===== src/tds_pkg.sv =====
// package for the touch detect sequencer: timing, thresholds and carriers
`default_nettype none
package tds_pkg;
  localparam int unsigned CLK_HZ = 20_000_000;
  localparam int unsigned FAST_GAP_US = 1000;
  localparam int unsigned SLEEP_GAP_US = 80_000;
  localparam int unsigned ALIVE_US = 15;
  localparam int unsigned SYNC_PULSE_MIN_US = 10;
  localparam int unsigned CYC_PER_US = CLK_HZ / 1_000_000;
  localparam int unsigned FAST_GAP_CYC = FAST_GAP_US * CYC_PER_US;
  localparam int unsigned SLEEP_GAP_CYC = SLEEP_GAP_US * CYC_PER_US;
  localparam int unsigned ALIVE_CYC = ALIVE_US * CYC_PER_US;
  localparam int unsigned SYNC_PULSE_MIN_CYC = SYNC_PULSE_MIN_US * CYC_PER_US;
  localparam int unsigned CNT_W = 24;
  localparam int unsigned MEAS_W = 16;
  localparam logic [MEAS_W-1:0] DETECT_THRESH = 16'h000a;
  localparam logic [MEAS_W-1:0] HYST_COUNTS = 16'h0002;
  localparam logic [2:0] CONFIRM_COUNT = 3'h4;
  localparam logic [MEAS_W-1:0] REF_RESET = 16'h0000;

  typedef enum logic [3:0] {
    TDS_ST_ALIVE = 4'h1,
    TDS_ST_BURST = 4'h2,
    TDS_ST_GAP = 4'h4,
    TDS_ST_SYNC_WAIT = 4'h8
  } tds_state_e;

  typedef enum logic [2:0] {
    TDS_MODE_FAST = 3'h1,
    TDS_MODE_SLEEPY = 3'h2,
    TDS_MODE_SYNC = 3'h4
  } tds_mode_e;

  typedef struct packed {
    logic valid;
    logic [MEAS_W-1:0] value;
  } tds_meas_s;

  typedef struct packed {
    logic level;
    logic drive_en;
  } tds_out_s;
endpackage
`default_nettype wire


===== src/tds_sequencer.sv =====
// touch detect sequencer: burst scheduling, detection, drift and timeout
// Summary of operation
// - mode chosen only from level and activity on mode select pin
// - pin high: fast mode, next burst about 1 ms after previous
// - pin low: sleepy_scan, sleep about 80 ms after each burst
// - sleepy_scan uses fast spacing while a possible touch is resolving
// - pin sampled at burst end; low in fast mode enters sync mode
// - sync with pulses from 10 us up to 1 ms: burst only on falling edges
// - sync mode sleeps; a pin edge starts a new burst, only falling edges after short pulses
// - pin unchanged over 80 ms in sync: back to fast or sleepy
// - sync mode bypasses confirm counter, each hit detects at once
// - recalibration timeout counts bursts, scaling with burst spacing
// - detection when measurement exceeds reference by 10 counts
// - detection ends only two counts below the detect threshold
// - detection outlasting stuck touch timeout forces full recalibration
// - stuck touch timeout counted in bursts, not a free timer
// - confirm counter counts hits, output at four, miss clears it
// - full recalibration at power up and on timeout expiry
// - reference slews toward measurement; thresholds follow reference
// - drift tracking frozen while a detection is in effect
// - reference follows falling measurements faster than rising ones
// - output high during detection, low after timeout recalibration
// - output released to high impedance 15 us before each burst
`default_nettype none
module tds_sequencer #(
  parameter int unsigned FAST_GAP = tds_pkg::FAST_GAP_CYC,
  parameter int unsigned SLEEP_GAP = tds_pkg::SLEEP_GAP_CYC,
  parameter int unsigned STUCK_BURSTS = 750,
  parameter int unsigned UP_DIV = 64,
  parameter int unsigned DOWN_DIV = 4
) (
  input wire logic core_clk_i,
  input wire logic rstn_i,
  input wire logic mode_select_i,
  input wire tds_pkg::tds_meas_s meas_i,
  output logic burst_start_o,
  output tds_pkg::tds_out_s detect_o,
  output logic [2:0] run_mode_o
);
  localparam int unsigned STK_W = 16;
  localparam int unsigned DIV_W = 8;
  localparam logic [tds_pkg::MEAS_W-1:0] DROP_OFFSET = tds_pkg::DETECT_THRESH - tds_pkg::HYST_COUNTS;

  typedef struct packed {
    tds_pkg::tds_state_e st;
    tds_pkg::tds_mode_e mode;
    logic [tds_pkg::CNT_W-1:0] tmr;
    logic [tds_pkg::CNT_W-1:0] pin_age;
    logic [tds_pkg::CNT_W-1:0] hi_len;
    logic pin_prev;
    logic pulse_mode;
    logic [tds_pkg::MEAS_W-1:0] ref_lvl;
    logic calibrated;
    logic [2:0] confirm;
    logic detect;
    logic [STK_W-1:0] stuck;
    logic [DIV_W-1:0] drift_div;
    logic start;
    logic alive;
  } tds_state_s;

  typedef struct packed {
    logic [tds_pkg::MEAS_W-1:0] ref_lvl;
    logic [DIV_W-1:0] div;
  } tds_drift_s;

  localparam tds_state_s RESET_STATE = '{
    st: tds_pkg::TDS_ST_ALIVE,
    mode: tds_pkg::TDS_MODE_FAST,
    tmr: '0,
    pin_age: '0,
    hi_len: '0,
    pin_prev: 1'b1,
    pulse_mode: 1'b0,
    ref_lvl: tds_pkg::REF_RESET,
    calibrated: 1'b0,
    confirm: '0,
    detect: 1'b0,
    stuck: '0,
    drift_div: '0,
    start: 1'b0,
    alive: 1'b0
  };

  tds_state_s q_r;
  tds_state_s q_nxt;
  tds_drift_s drift;

  function automatic logic [tds_pkg::CNT_W-1:0] tds_gap(input int unsigned cyc);
    tds_gap = tds_pkg::CNT_W'(cyc);
  endfunction

  // true once a counter started at zero has covered span cycles
  function automatic logic tds_span_done(
    input logic [tds_pkg::CNT_W-1:0] cnt,
    input int unsigned span
  );
    logic [tds_pkg::CNT_W:0] last;
    last = {1'b0, tds_gap(span)} - {{tds_pkg::CNT_W{1'b0}}, 1'b1};
    tds_span_done = {1'b0, cnt} >= last;
  endfunction

  // guard bit keeps a reference near full scale from wrapping
  function automatic logic tds_reaches(
    input logic [tds_pkg::MEAS_W-1:0] meas,
    input logic [tds_pkg::MEAS_W-1:0] base,
    input logic [tds_pkg::MEAS_W-1:0] offset
  );
    logic [tds_pkg::MEAS_W:0] level;
    level = {1'b0, base} + {1'b0, offset};
    tds_reaches = {1'b0, meas} >= level;
  endfunction

  // slew limited step, downward after fewer bursts
  function automatic tds_drift_s tds_drift(
    input logic [tds_pkg::MEAS_W-1:0] meas,
    input logic [tds_pkg::MEAS_W-1:0] ref_lvl,
    input logic [DIV_W-1:0] div
  );
    tds_drift = '{ref_lvl: ref_lvl, div: div + 1'b1};
    if (meas < ref_lvl && div >= DIV_W'(DOWN_DIV - 1)) begin
      tds_drift.ref_lvl = ref_lvl - 1'b1;
      tds_drift.div = '0;
    end else if (meas > ref_lvl && div >= DIV_W'(UP_DIV - 1)) begin
      tds_drift.ref_lvl = ref_lvl + 1'b1;
      tds_drift.div = '0;
    end else if (meas == ref_lvl) begin
      tds_drift.div = '0;
    end
  endfunction

  // detection end or recalibration clears the touch counters
  function automatic tds_state_s tds_clear_touch(input tds_state_s s);
    tds_clear_touch = s;
    tds_clear_touch.detect = 1'b0;
    tds_clear_touch.stuck = '0;
    tds_clear_touch.confirm = '0;
  endfunction

  // spacing in force, fast while a touch resolves
  function automatic int unsigned tds_gap_span(
    input tds_pkg::tds_mode_e mode,
    input logic [2:0] confirm
  );
    if (mode == tds_pkg::TDS_MODE_FAST || confirm != 3'h0) begin
      tds_gap_span = FAST_GAP;
    end else begin
      tds_gap_span = SLEEP_GAP;
    end
  endfunction

  // mode taken from the pin sample at burst end
  function automatic tds_pkg::tds_mode_e tds_end_mode(
    input tds_pkg::tds_mode_e mode,
    input logic pin
  );
    tds_end_mode = mode;
    if (mode == tds_pkg::TDS_MODE_FAST && !pin) begin
      tds_end_mode = tds_pkg::TDS_MODE_SYNC;
    end else if (mode == tds_pkg::TDS_MODE_SLEEPY && pin) begin
      tds_end_mode = tds_pkg::TDS_MODE_FAST;
    end
  endfunction

  // high phase from minimum pulse width up to fast spacing
  function automatic logic tds_short_pulse(input logic [tds_pkg::CNT_W-1:0] len);
    tds_short_pulse = len >= tds_gap(tds_pkg::SYNC_PULSE_MIN_CYC) && len < tds_gap(FAST_GAP);
  endfunction

  logic above_thr;
  logic above_drop;
  logic [tds_pkg::MEAS_W-1:0] m;
  logic pin_edge;

  assign m = meas_i.value;
  assign pin_edge = mode_select_i != q_r.pin_prev;
  assign above_thr = tds_reaches(m, q_r.ref_lvl, tds_pkg::DETECT_THRESH);
  assign above_drop = tds_reaches(m, q_r.ref_lvl, DROP_OFFSET);

  always_comb begin
    q_nxt = q_r;
    drift = '0;
    q_nxt.start = 1'b0;
    q_nxt.pin_prev = mode_select_i;
    q_nxt.pin_age = pin_edge ? '0 : q_r.pin_age + 1'b1;
    if (mode_select_i) begin
      q_nxt.hi_len = q_r.hi_len + 1'b1;
    end else begin
      q_nxt.hi_len = '0;
    end
    case (q_r.st)
      tds_pkg::TDS_ST_ALIVE: begin
        q_nxt.alive = 1'b1;
        // counter runs one past the window so the release lasts the full span
        if (tds_span_done(q_r.tmr, tds_pkg::ALIVE_CYC + 1)) begin
          q_nxt.alive = 1'b0;
          q_nxt.st = tds_pkg::TDS_ST_BURST;
          q_nxt.start = 1'b1;
          q_nxt.tmr = '0;
        end else begin
          q_nxt.tmr = q_r.tmr + 1'b1;
        end
      end
      tds_pkg::TDS_ST_BURST: begin
        if (meas_i.valid) begin
          q_nxt.tmr = '0;
          if (!q_r.calibrated) begin
            q_nxt.ref_lvl = m;
            q_nxt.calibrated = 1'b1;
          end else if (q_r.detect) begin
            q_nxt.stuck = q_r.stuck + 1'b1;
            if (!above_drop) begin
              q_nxt = tds_clear_touch(q_nxt);
            end else if (q_r.stuck >= STK_W'(STUCK_BURSTS - 1)) begin
              q_nxt.ref_lvl = m;
              q_nxt = tds_clear_touch(q_nxt);
            end
          end else if (above_thr) begin
            if (q_r.mode == tds_pkg::TDS_MODE_SYNC || q_r.confirm == tds_pkg::CONFIRM_COUNT - 1) begin
              q_nxt.detect = 1'b1;
              q_nxt.confirm = '0;
            end else begin
              q_nxt.confirm = q_r.confirm + 1'b1;
            end
          end else begin
            q_nxt.confirm = '0;
            drift = tds_drift(m, q_r.ref_lvl, q_r.drift_div);
            q_nxt.ref_lvl = drift.ref_lvl;
            q_nxt.drift_div = drift.div;
          end
          q_nxt.mode = tds_end_mode(q_r.mode, mode_select_i);
          if (q_r.mode != tds_pkg::TDS_MODE_SYNC) begin
            q_nxt.pulse_mode = 1'b0;
          end
          q_nxt.st = (q_nxt.mode == tds_pkg::TDS_MODE_SYNC) ? tds_pkg::TDS_ST_SYNC_WAIT : tds_pkg::TDS_ST_GAP;
        end
      end
      tds_pkg::TDS_ST_GAP: begin
        q_nxt.tmr = q_r.tmr + 1'b1;
        // fast spacing in fast mode or while resolving, else sleepy spacing
        if (tds_span_done(q_r.tmr, tds_gap_span(q_r.mode, q_r.confirm))) begin
          q_nxt.st = tds_pkg::TDS_ST_ALIVE;
          q_nxt.tmr = '0;
        end
      end
      tds_pkg::TDS_ST_SYNC_WAIT: begin
        if (pin_edge) begin
          // short high pulses select falling edge only
          if (!mode_select_i && tds_short_pulse(q_r.hi_len)) begin
            q_nxt.pulse_mode = 1'b1;
          end
          if (!q_r.pulse_mode || !mode_select_i) begin
            q_nxt.st = tds_pkg::TDS_ST_ALIVE;
            q_nxt.tmr = '0;
          end
        end else if (tds_span_done(q_r.pin_age, SLEEP_GAP)) begin
          // sync timeout, mode by pin level
          q_nxt.mode = mode_select_i ? tds_pkg::TDS_MODE_FAST : tds_pkg::TDS_MODE_SLEEPY;
          q_nxt.st = tds_pkg::TDS_ST_ALIVE;
          q_nxt.tmr = '0;
        end
      end
      default: begin
        q_nxt.st = tds_pkg::TDS_ST_ALIVE;
        q_nxt.tmr = '0;
      end
    endcase
  end

  always_ff @(posedge core_clk_i or negedge rstn_i) begin
    if (!rstn_i) begin
      q_r <= RESET_STATE;
    end else begin
      q_r <= q_nxt;
    end
  end

  assign burst_start_o = q_r.start;
  assign detect_o.level = q_r.detect;
  assign detect_o.drive_en = !q_r.alive;
  assign run_mode_o = q_r.mode;
endmodule
`default_nettype wire


===== config.mk =====
export PLATFORM = sky130hd
export DESIGN_NAME = tds_sequencer
export DESIGN_NICKNAME = d
export VERILOG_FILES = /design/src/tds_pkg.sv /design/src/tds_sequencer.sv
export SDC_FILE = /design/constraint.sdc
export NUM_CORES = 1
export LEC_CHECK = 0
export BUFFER_PORTS_ARGS = -buffer_cell sky130_fd_sc_hd__clkbuf_2
export CAP_MARGIN = 20
export CORE_ASPECT_RATIO = 0.6
export CORE_MARGIN = 2
export CORE_UTILIZATION = 25
export DETAILED_ROUTE_END_ITERATION = 7
export PLACE_DENSITY_LB_ADDON = 0.1
export SYNTH_ARGS = -nofsm -noshare
export SYNTH_HDL_FRONTEND = slang
export SYNTH_SLANG_ARGS = --single-unit

===== constraint.sdc =====
create_clock -name core_clk_i -period 11.34 [get_ports core_clk_i]
set_clock_uncertainty 0.2 [all_clocks]
set_input_delay 0 -clock core_clk_i [delete_from_list [all_inputs] [get_ports core_clk_i]]
set_output_delay 0 -clock core_clk_i [all_outputs]
set_load 0.05 [all_outputs]

==> metrics.md, run 1 <==
| Metric | Value |
|---|---|
| Status | `finished clean` |
| Post-synthesis compound-gate area fraction | `0.171` |
| Vias in the first global route | `7090` |
| Critical Path Fanout Max | `16` |
| Ys Warns | `0` |
| Clk root buf | `clkbuf_16` |
| CP top delay family | `compound AO/OA/AOI/OAI gates` |
| Die H | `151 um` |
| Crit share post-route | `0.477` |
| Synth cell types | `80` |
| Wire length on met3 | `just over 1 mm` |
| Synth async-reset ratio | `1.00` |
| Worst Setup Path Type | `reg -> reg` |
| Avg Synthesized Cell Area | `roughly 8.8 sq um` |
| Top Layer Used | `met4` |
| Fin area | `between 0.01 and 0.015 sq mm` |
| Min Tclk post-route | `5410 ps` |
| Setup violators final | `0` |
| Wire length after detailed routing | `about 25 mm` |
| Largest family of logic cells by synthesized area | `simple AND/OR/NAND/NOR gates` |
| XOR/XNOR Fraction of Synth Area | `0.0766` |
| Initial DRT Pass Iterations | `5` |
| Placed cell areas | `slightly below 0.01 sq mm` |
| Clk_lat worst skew | `430 ps` |
| Num Clock Sinks | `approximately 130` |
| Worst slew margin | `0.260` |
| CTS resizes | `0` |
| Slew Limit Fails | `0` |
| Simple-Gate Fraction of Synth Area | `0.238` |
| Total CTS buffers | `17` |
| IO Port Bufs | `25` |
| Vias per std cell | `4.83` |
| Iteration-0 DRC Markers | `564` |
| Syn_nets | `between 1000 and 1500` |
| Hpwl dp | `18.5 mm` |
| # DRC | `0` |
| Initial Utilization | `0.256` |
| Yosys top cell area share | `0.346` |
| Layout cell share with drive strength beyond 1 | `0.0918` |
| FF+latch count, synth | `128` |
| Max Cap Viol | `0` |
| Post-synthesis sequential area ratio | `0.355` |
| Mux cell area share after synthesis | `0.00817` |
| Worst slew pin tran | `between 1000 and 1500 ps` |
| Antenna cells | `0` |
| CTS H-Tree Depth | `4` |
| Die W | `249 um` |
| Cell Area, Synth | `0.00904 sq mm` |
| Hold Violations, Final | `0` |
| Critical Path RT | `11480 ps` |
| RSZ-0062 raised after global routing | `no` |
| CP endpoint kind | `register` |
| GP Congestion | `0.802` |
| Core area | `roughly 0.035 sq mm` |
| Ys flop type | `dfrtp_1` |
| Fill cells | `around 3800` |
| Post-synth EDFFs | `0` |
| P&R area growth vs syn | `15.9%` |
| CP bufs+invs | `2` |
| Leakage | `4.71 nW` |
| Post-CTS Setup Bufs | `0` |
| Rows | `53` |
| Peak VDD IR | `0.0948 mV` |
| Worst EP arrival | `5550 ps` |
| Maximum clock rate | `0.185 GHz` |
| Synth Instances | `around 1000` |
| Worst Hold Class | `in -> reg` |
| CTS tree | `yes` |
| Antenna Violating Nets Remaining | `0` |
| Die area | `~0.038 sq mm` |
| First-pass GRT wire length | `41.2 mm` |
| Clock Path Buffers | `2` |
| DR vias | `7508` |
| Cells along the critical path | `inv_1 -> ha_1 -> a21oi_1 -> o21ai_0 -> a221oi_1 -> or3b_2 -> nor2_1 -> buf_4 -> ha_1 -> o21ai_0 -> nor3_1 -> a2111oi_0 -> o41ai_1 -> a21o_1 -> xnor2_1 -> o31a_1 -> o22ai_1` |
| Largest net degree at the start of global routing | `65` |
| Cts hold-fix bufs | `21` |
| Fin Setup TNS | `0 ps` |
| Met1 WL | `15.1 mm` |
| Total global-route track usage | `0.141` |
| Slowest cell on crit path | `a2111oi_0` |
| Power per cell area | `between 100 and 150 mW/mm^2` |
| Wirelength per Cell | `roughly 16 um` |
| Leading area contributor after synthesis | `dfrtp_1` |
| Fin nets | `roughly 1200` |
| Gr ovfl total | `0` |
| Metal2 WL | `around 9 mm` |
| Post-Synth Adder-Cell Area | `0.116` |
| Clk slew on worst S/H paths | `60 ps` |
| IO Pins | `26` |
| Crit-path max cell delay | `830 ps` |
| Initial antenna violation count | `0` |
| Core Util, Final | `0.297` |
| CP Launch Type | `register` |
| Top post-synthesis cells by area | `dfrtp_1, ha_1, nor2_1, nand2_1, xnor2_1` |
==> flip-flops by register name, indices dropped and copies added (netlist names) <==
signal / flops
q_r: 123
run_mode_o: 3
burst_start_o: 1
detect_o: 1
==> cell usage after synthesis, drive strengths merged (21+ instances only) <==
library cell  number
nor2             117
and3              29
ha                82
o21ai             63
nand2            108
nor3              27
dfrtp            125
xnor2             44
inv               44
xor2              35
a21oi             62
nand2b            21
nand3             45
==> metrics by stage <==
stage | worst slack (ps) | power, mW | cells | hold WS, ps
floorplan | 6400 | 0.489 | 1032 | -496
global placement | 6010 | 0.518 | 1503 | -142
detailed placement | 5960 | 0.517 | 1503 | -144
CTS | 5940 | 1.08 | 1556 | 215
global route | 5600 | 1.10 | 1556 | 242
finish | 5930 | 1.05 | 1556 | 241
==> power breakdown <==
part	internal [mW]	switching (mW)	total, mW
clock network	0.310	0.230	0.539
registers	0.460	0.00285	0.463
logic	0.0181	0.0336	0.0517
==> area by class of cell <==
class	instances	area [sq um]	share of cell area
clock inverter	14	131	0.0125
inverter	45	169	0.0161
tap	467	584	0.0558
clock buffer	18	439	0.0419
timing repair buffer	54	419	0.0400
multi-input combinational	830	5520	0.527
sequential	128	3210	0.306
==> final timing paths <==
kind	from	endpoint	slack, ps	depth (start not counted)
max	q_r[36]$_DFFE_PN0P_	q_r[46]$_DFFE_PN0P_	5930	17
min	mode_select_i	q_r[48]$_DFF_PN1_	240	2
min reg2reg	q_r[0]$_DFFE_PN0P_	q_r[0]$_DFFE_PN0P_	290	1
max in group asynchronous	rstn_i	q_r[105]$_DFFE_PN0P_	9540	4
min in group asynchronous	rstn_i	run_mode_o[0]$_DFFE_PN1P_	450	3
max reg2reg	q_r[36]$_DFFE_PN0P_	q_r[46]$_DFFE_PN0P_	5930	17
==> placed cells by master (no fill, tap or decap), types with 5 or more instances in the layout <==
master and n:
and2_1 7, and4_1 7, a221oi_2 6, a221oi_1 8
o41ai_1 5, nor4_1 13, buf_4 8, dlygate4sd3_1 20
xor2_1 34, clkbuf_2 24, dfrtp_1 125, nor3_1 26
nand3_1 45, o21ai_0 61, inv_1 44, nand4_1 17
nand2b_1 21, a21oi_1 61, or3_1 14, nand2_1 108
a21o_1 17, nor2_1 116, and3_1 29, ha_1 82
o31ai_1 7, a31oi_1 8, xnor2_1 44, a211oi_1 7
nor2b_1 6, clkbuf_16 17
==> kinds of logic after synthesis <==
| logic type | count (synthesis) |
|---|---|
| AO/OA/AOI/OAI | 227 |
| XOR/XNOR | 79 |
| adder cells (fa/ha/maj) | 83 |
| buffers and inverters | 74 |
| flip-flops | 128 |
| multiplexers | 7 |
| AND/OR/NAND/NOR | 434 |
==> per-layer routing <==
layer  track usage  vias to the layer above
met2         0.175                      104
met3        0.0349                        9
met4        0.0310                        0
met1         0.230                     3579
met5             0                        -
li1              -                     3816
Power figures use the tool's default switching activity.
==> inputs of run 2 (changes only) <==
Clock period 11.34 ns to 4.7 ns, I/O delays scaled along.
==> metrics.md, run 2 (synthesis gave the netlist of run 1 again) <==
| Metric | Value |
|---|---|
| Die W | `249 um` |
| RR Endpoint | `q_r[46]$_DFFE_PN0P_` |
| Placed cell areas | `0.00992 sq mm` |
| Initial Utilization | `0.256` |
| Critical Path RT | `between 4000 and 5000 ps` |
| Power per cell area | `258 mW/mm^2` |
| Area of the multi-input gates | `0.00555 sq mm` |
| Crit share post-route | `0.946` |
| Vias in the first global route | `7228` |
| Antenna Violating Nets Remaining | `0` |
| Worst hold slack | `-3.59 ps` |
| Switching Share | `0.226` |
| Core Util, Final | `0.307` |
| Worst slew margin | `0.249` |
| Cells along the critical path | `inv_1 -> ha_1 -> a21oi_1 -> o21ai_0 -> a221oi_1 -> or3b_2 -> nor2_4 -> ha_1 -> a21o_1 -> a21o_1 -> a2111oi_2 -> buf_4 -> o41ai_1 -> a21o_1 -> xnor2_1 -> o31a_1 -> o22ai_1` |
| Reg2reg path depth | `17` |
| Worst slew pin tran | `1110 ps` |
| Max reg flops | `123` |
| Switching pwr | `0.630 mW` |
| Max Cap Viol | `0` |
| Flip-flop and latch area | `roughly 0.0032 sq mm` |
| Most flops, register | `q_r` |
| CTS tree | `yes` |
| Commonest non-fill, non-tap cells in the layout | `dfrtp_1, nor2_1, nand2_1, ha_1, a21oi_1` |
| Clk root buf | `clkbuf_16` |
| Layout cell share with drive strength beyond 1 | `0.120` |
| Gr ovfl total | `0` |
| Fin area | `0.0108 sq mm` |
| Largest net degree at the start of global routing | `88` |
| Initial antenna violation count | `0` |
| Flop pwr share | `0.400` |
| IO Port Bufs | `25` |
| Fin nets | `1209` |
| Clk slew on worst S/H paths | `roughly 60 ps` |
| Fin Setup TNS | `0 ps` |
| Vias per std cell | `4.80` |
| Initial DRT Pass Iterations | `5` |
| Comb power frac | `0.043` |
| Fill cells | `3709` |
| Critical Path Fanout Max | `8` |
| Slew Limit Fails | `0` |
| Min Tclk post-route | `4440 ps` |
| Worst EP arrival | `approximately 4600 ps` |
| P&R area growth vs syn | `19.8%` |
| Internal power | `between 2 and 2.5 mW` |
| # DRC | `0` |
| RSZ-0062 raised after global routing | `no` |
| Hold Violations, Final | `1` |
| Antenna cells | `0` |
| Maximum clock rate | `around 0.23 GHz` |
| Peak VDD IR | `0.270 mV` |
| Total CTS buffers | `17` |
| Wirelength per Cell | `around 16 um` |
| CTS H-Tree Depth | `4` |
| Iteration-0 DRC Markers | `between 500 and 600` |
| R2r setup slk | `260 ps` |
| Clock Path Buffers | `2` |
| Status | `finished with violations` |
| Slowest cell on crit path | `or3b_2` |
| Die H | `between 150 and 200 um` |
| Worst Hold Class | `in -> async` |
| Rows | `53` |
| Wire length after detailed routing | `25.8 mm` |
| IO Pins | `26` |
| CP dominant cell by count | `a21o_1` |
| CP Launch Type | `register` |
| Die area | `between 0.03 and 0.04 sq mm` |
| GP Congestion | `about 0.79` |
| First-pass GRT wire length | `~42 mm` |
| DR vias | `7616` |
| Crit-path max cell delay | `530 ps` |
| Clock share of power | `0.557` |
| Worst setup path start | `q_r[36]$_DFFE_PN0P_` |
| Failing checks | `hold timing` |
| Most common cell after layout, fill and taps aside | `dfrtp_1` |
| Setup violators final | `0` |
| Total global-route track usage | `0.145` |
| CP endpoint kind | `register` |
| R2R Path Start | `q_r[36]$_DFFE_PN0P_` |
| Core area | `between 0.03 and 0.04 sq mm` |
| Hpwl dp | `approximately 19 mm` |
| Num Clock Sinks | `128` |
| Leakage | `4.91 nW` |
| Worst Setup Path Type | `reg -> reg` |
| Clk_lat worst skew | `440 ps` |
## run 2: cell count changes in the layout (fill, tap and decap cells not counted), moves of 2 or more
cell        previous run  this run
nor3_2                 1         3
nor3_1                26        24
clkinvlp_4             4         1
o21ai_0               61        59
o21ai_1                1         3
inv_6                  4         0
bufinv_16              1         6
clkinv_4               3         5
buf_4                  8        38
## run 2: worst max-delay path by stage
stage | cells past startpoint | to
floorplan | 17 | q_r[46]$_DFFE_PN0P_
global placement | 17 | q_r[46]$_DFFE_PN0P_
detailed placement | 17 | q_r[46]$_DFFE_PN0P_
CTS | 17 | q_r[46]$_DFFE_PN0P_
global route | 17 | q_r[46]$_DFFE_PN0P_
finish | 17 | q_r[46]$_DFFE_PN0P_
## run 2: power by group through the flow
stage               Combinational [mW]  Sequential [mW]  Clock (mW)
floorplan                       0.0457             1.13           0
global placement                 0.111             1.14           0
detailed placement               0.110             1.14           0
CTS                              0.123             1.12        1.61
global route                     0.137             1.12        1.68
finish                           0.119             1.12        1.56
## run 2: cell type report
class | count | share of cell area
repair buffers | 84 | 0.0588
multi-input cells | 830 | 0.513
clock inverters | 13 | 0.0218
clock buffers | 19 | 0.0409
well taps | 467 | 0.0540
flip-flops and latches | 128 | 0.296
inverters | 45 | 0.0156
## run 2: metal layers
metal / GRT usage / share of wire
met5: 0 / 0
met4: 0.0380 / 0.0085
met3: 0.0325 / 0.046
met2: 0.177 / 0.35
met1: 0.241 / 0.59
## run 2: per-stage QoR
| step | instances | worst slack [ps] | power [mW] |
|---|---|---|---|
| after floorplan | 1032 | 24.0 | 1.18 |
| after global placement | 1534 | -51.4 | 1.25 |
| after detailed placement | 1534 | 1.65 | 1.25 |
| after CTS | 1586 | 109 | 2.85 |
| after global routing | 1586 | 35.0 | 2.93 |
| final | 1586 | 256 | 2.79 |
## run 2: repair_timing
action | in CTS | in global routing
pin swaps | 0 | 0
setup buffers | 0 | 0
hold buffers | 20 | 0
setup endpoints to repair | 1 | 1
gates resized for setup | 1 | 7
endpoints found under the hold margin | 113 | 0
## run 2: critical path: cells and delay by family, from the launching register on
family,cells,cell delay (ps)
compound gates,10,2070
simple gates,2,760
fa+ha+maj,2,580
flops,1,380
buf+inv,2,260
xor+xnor,1,140
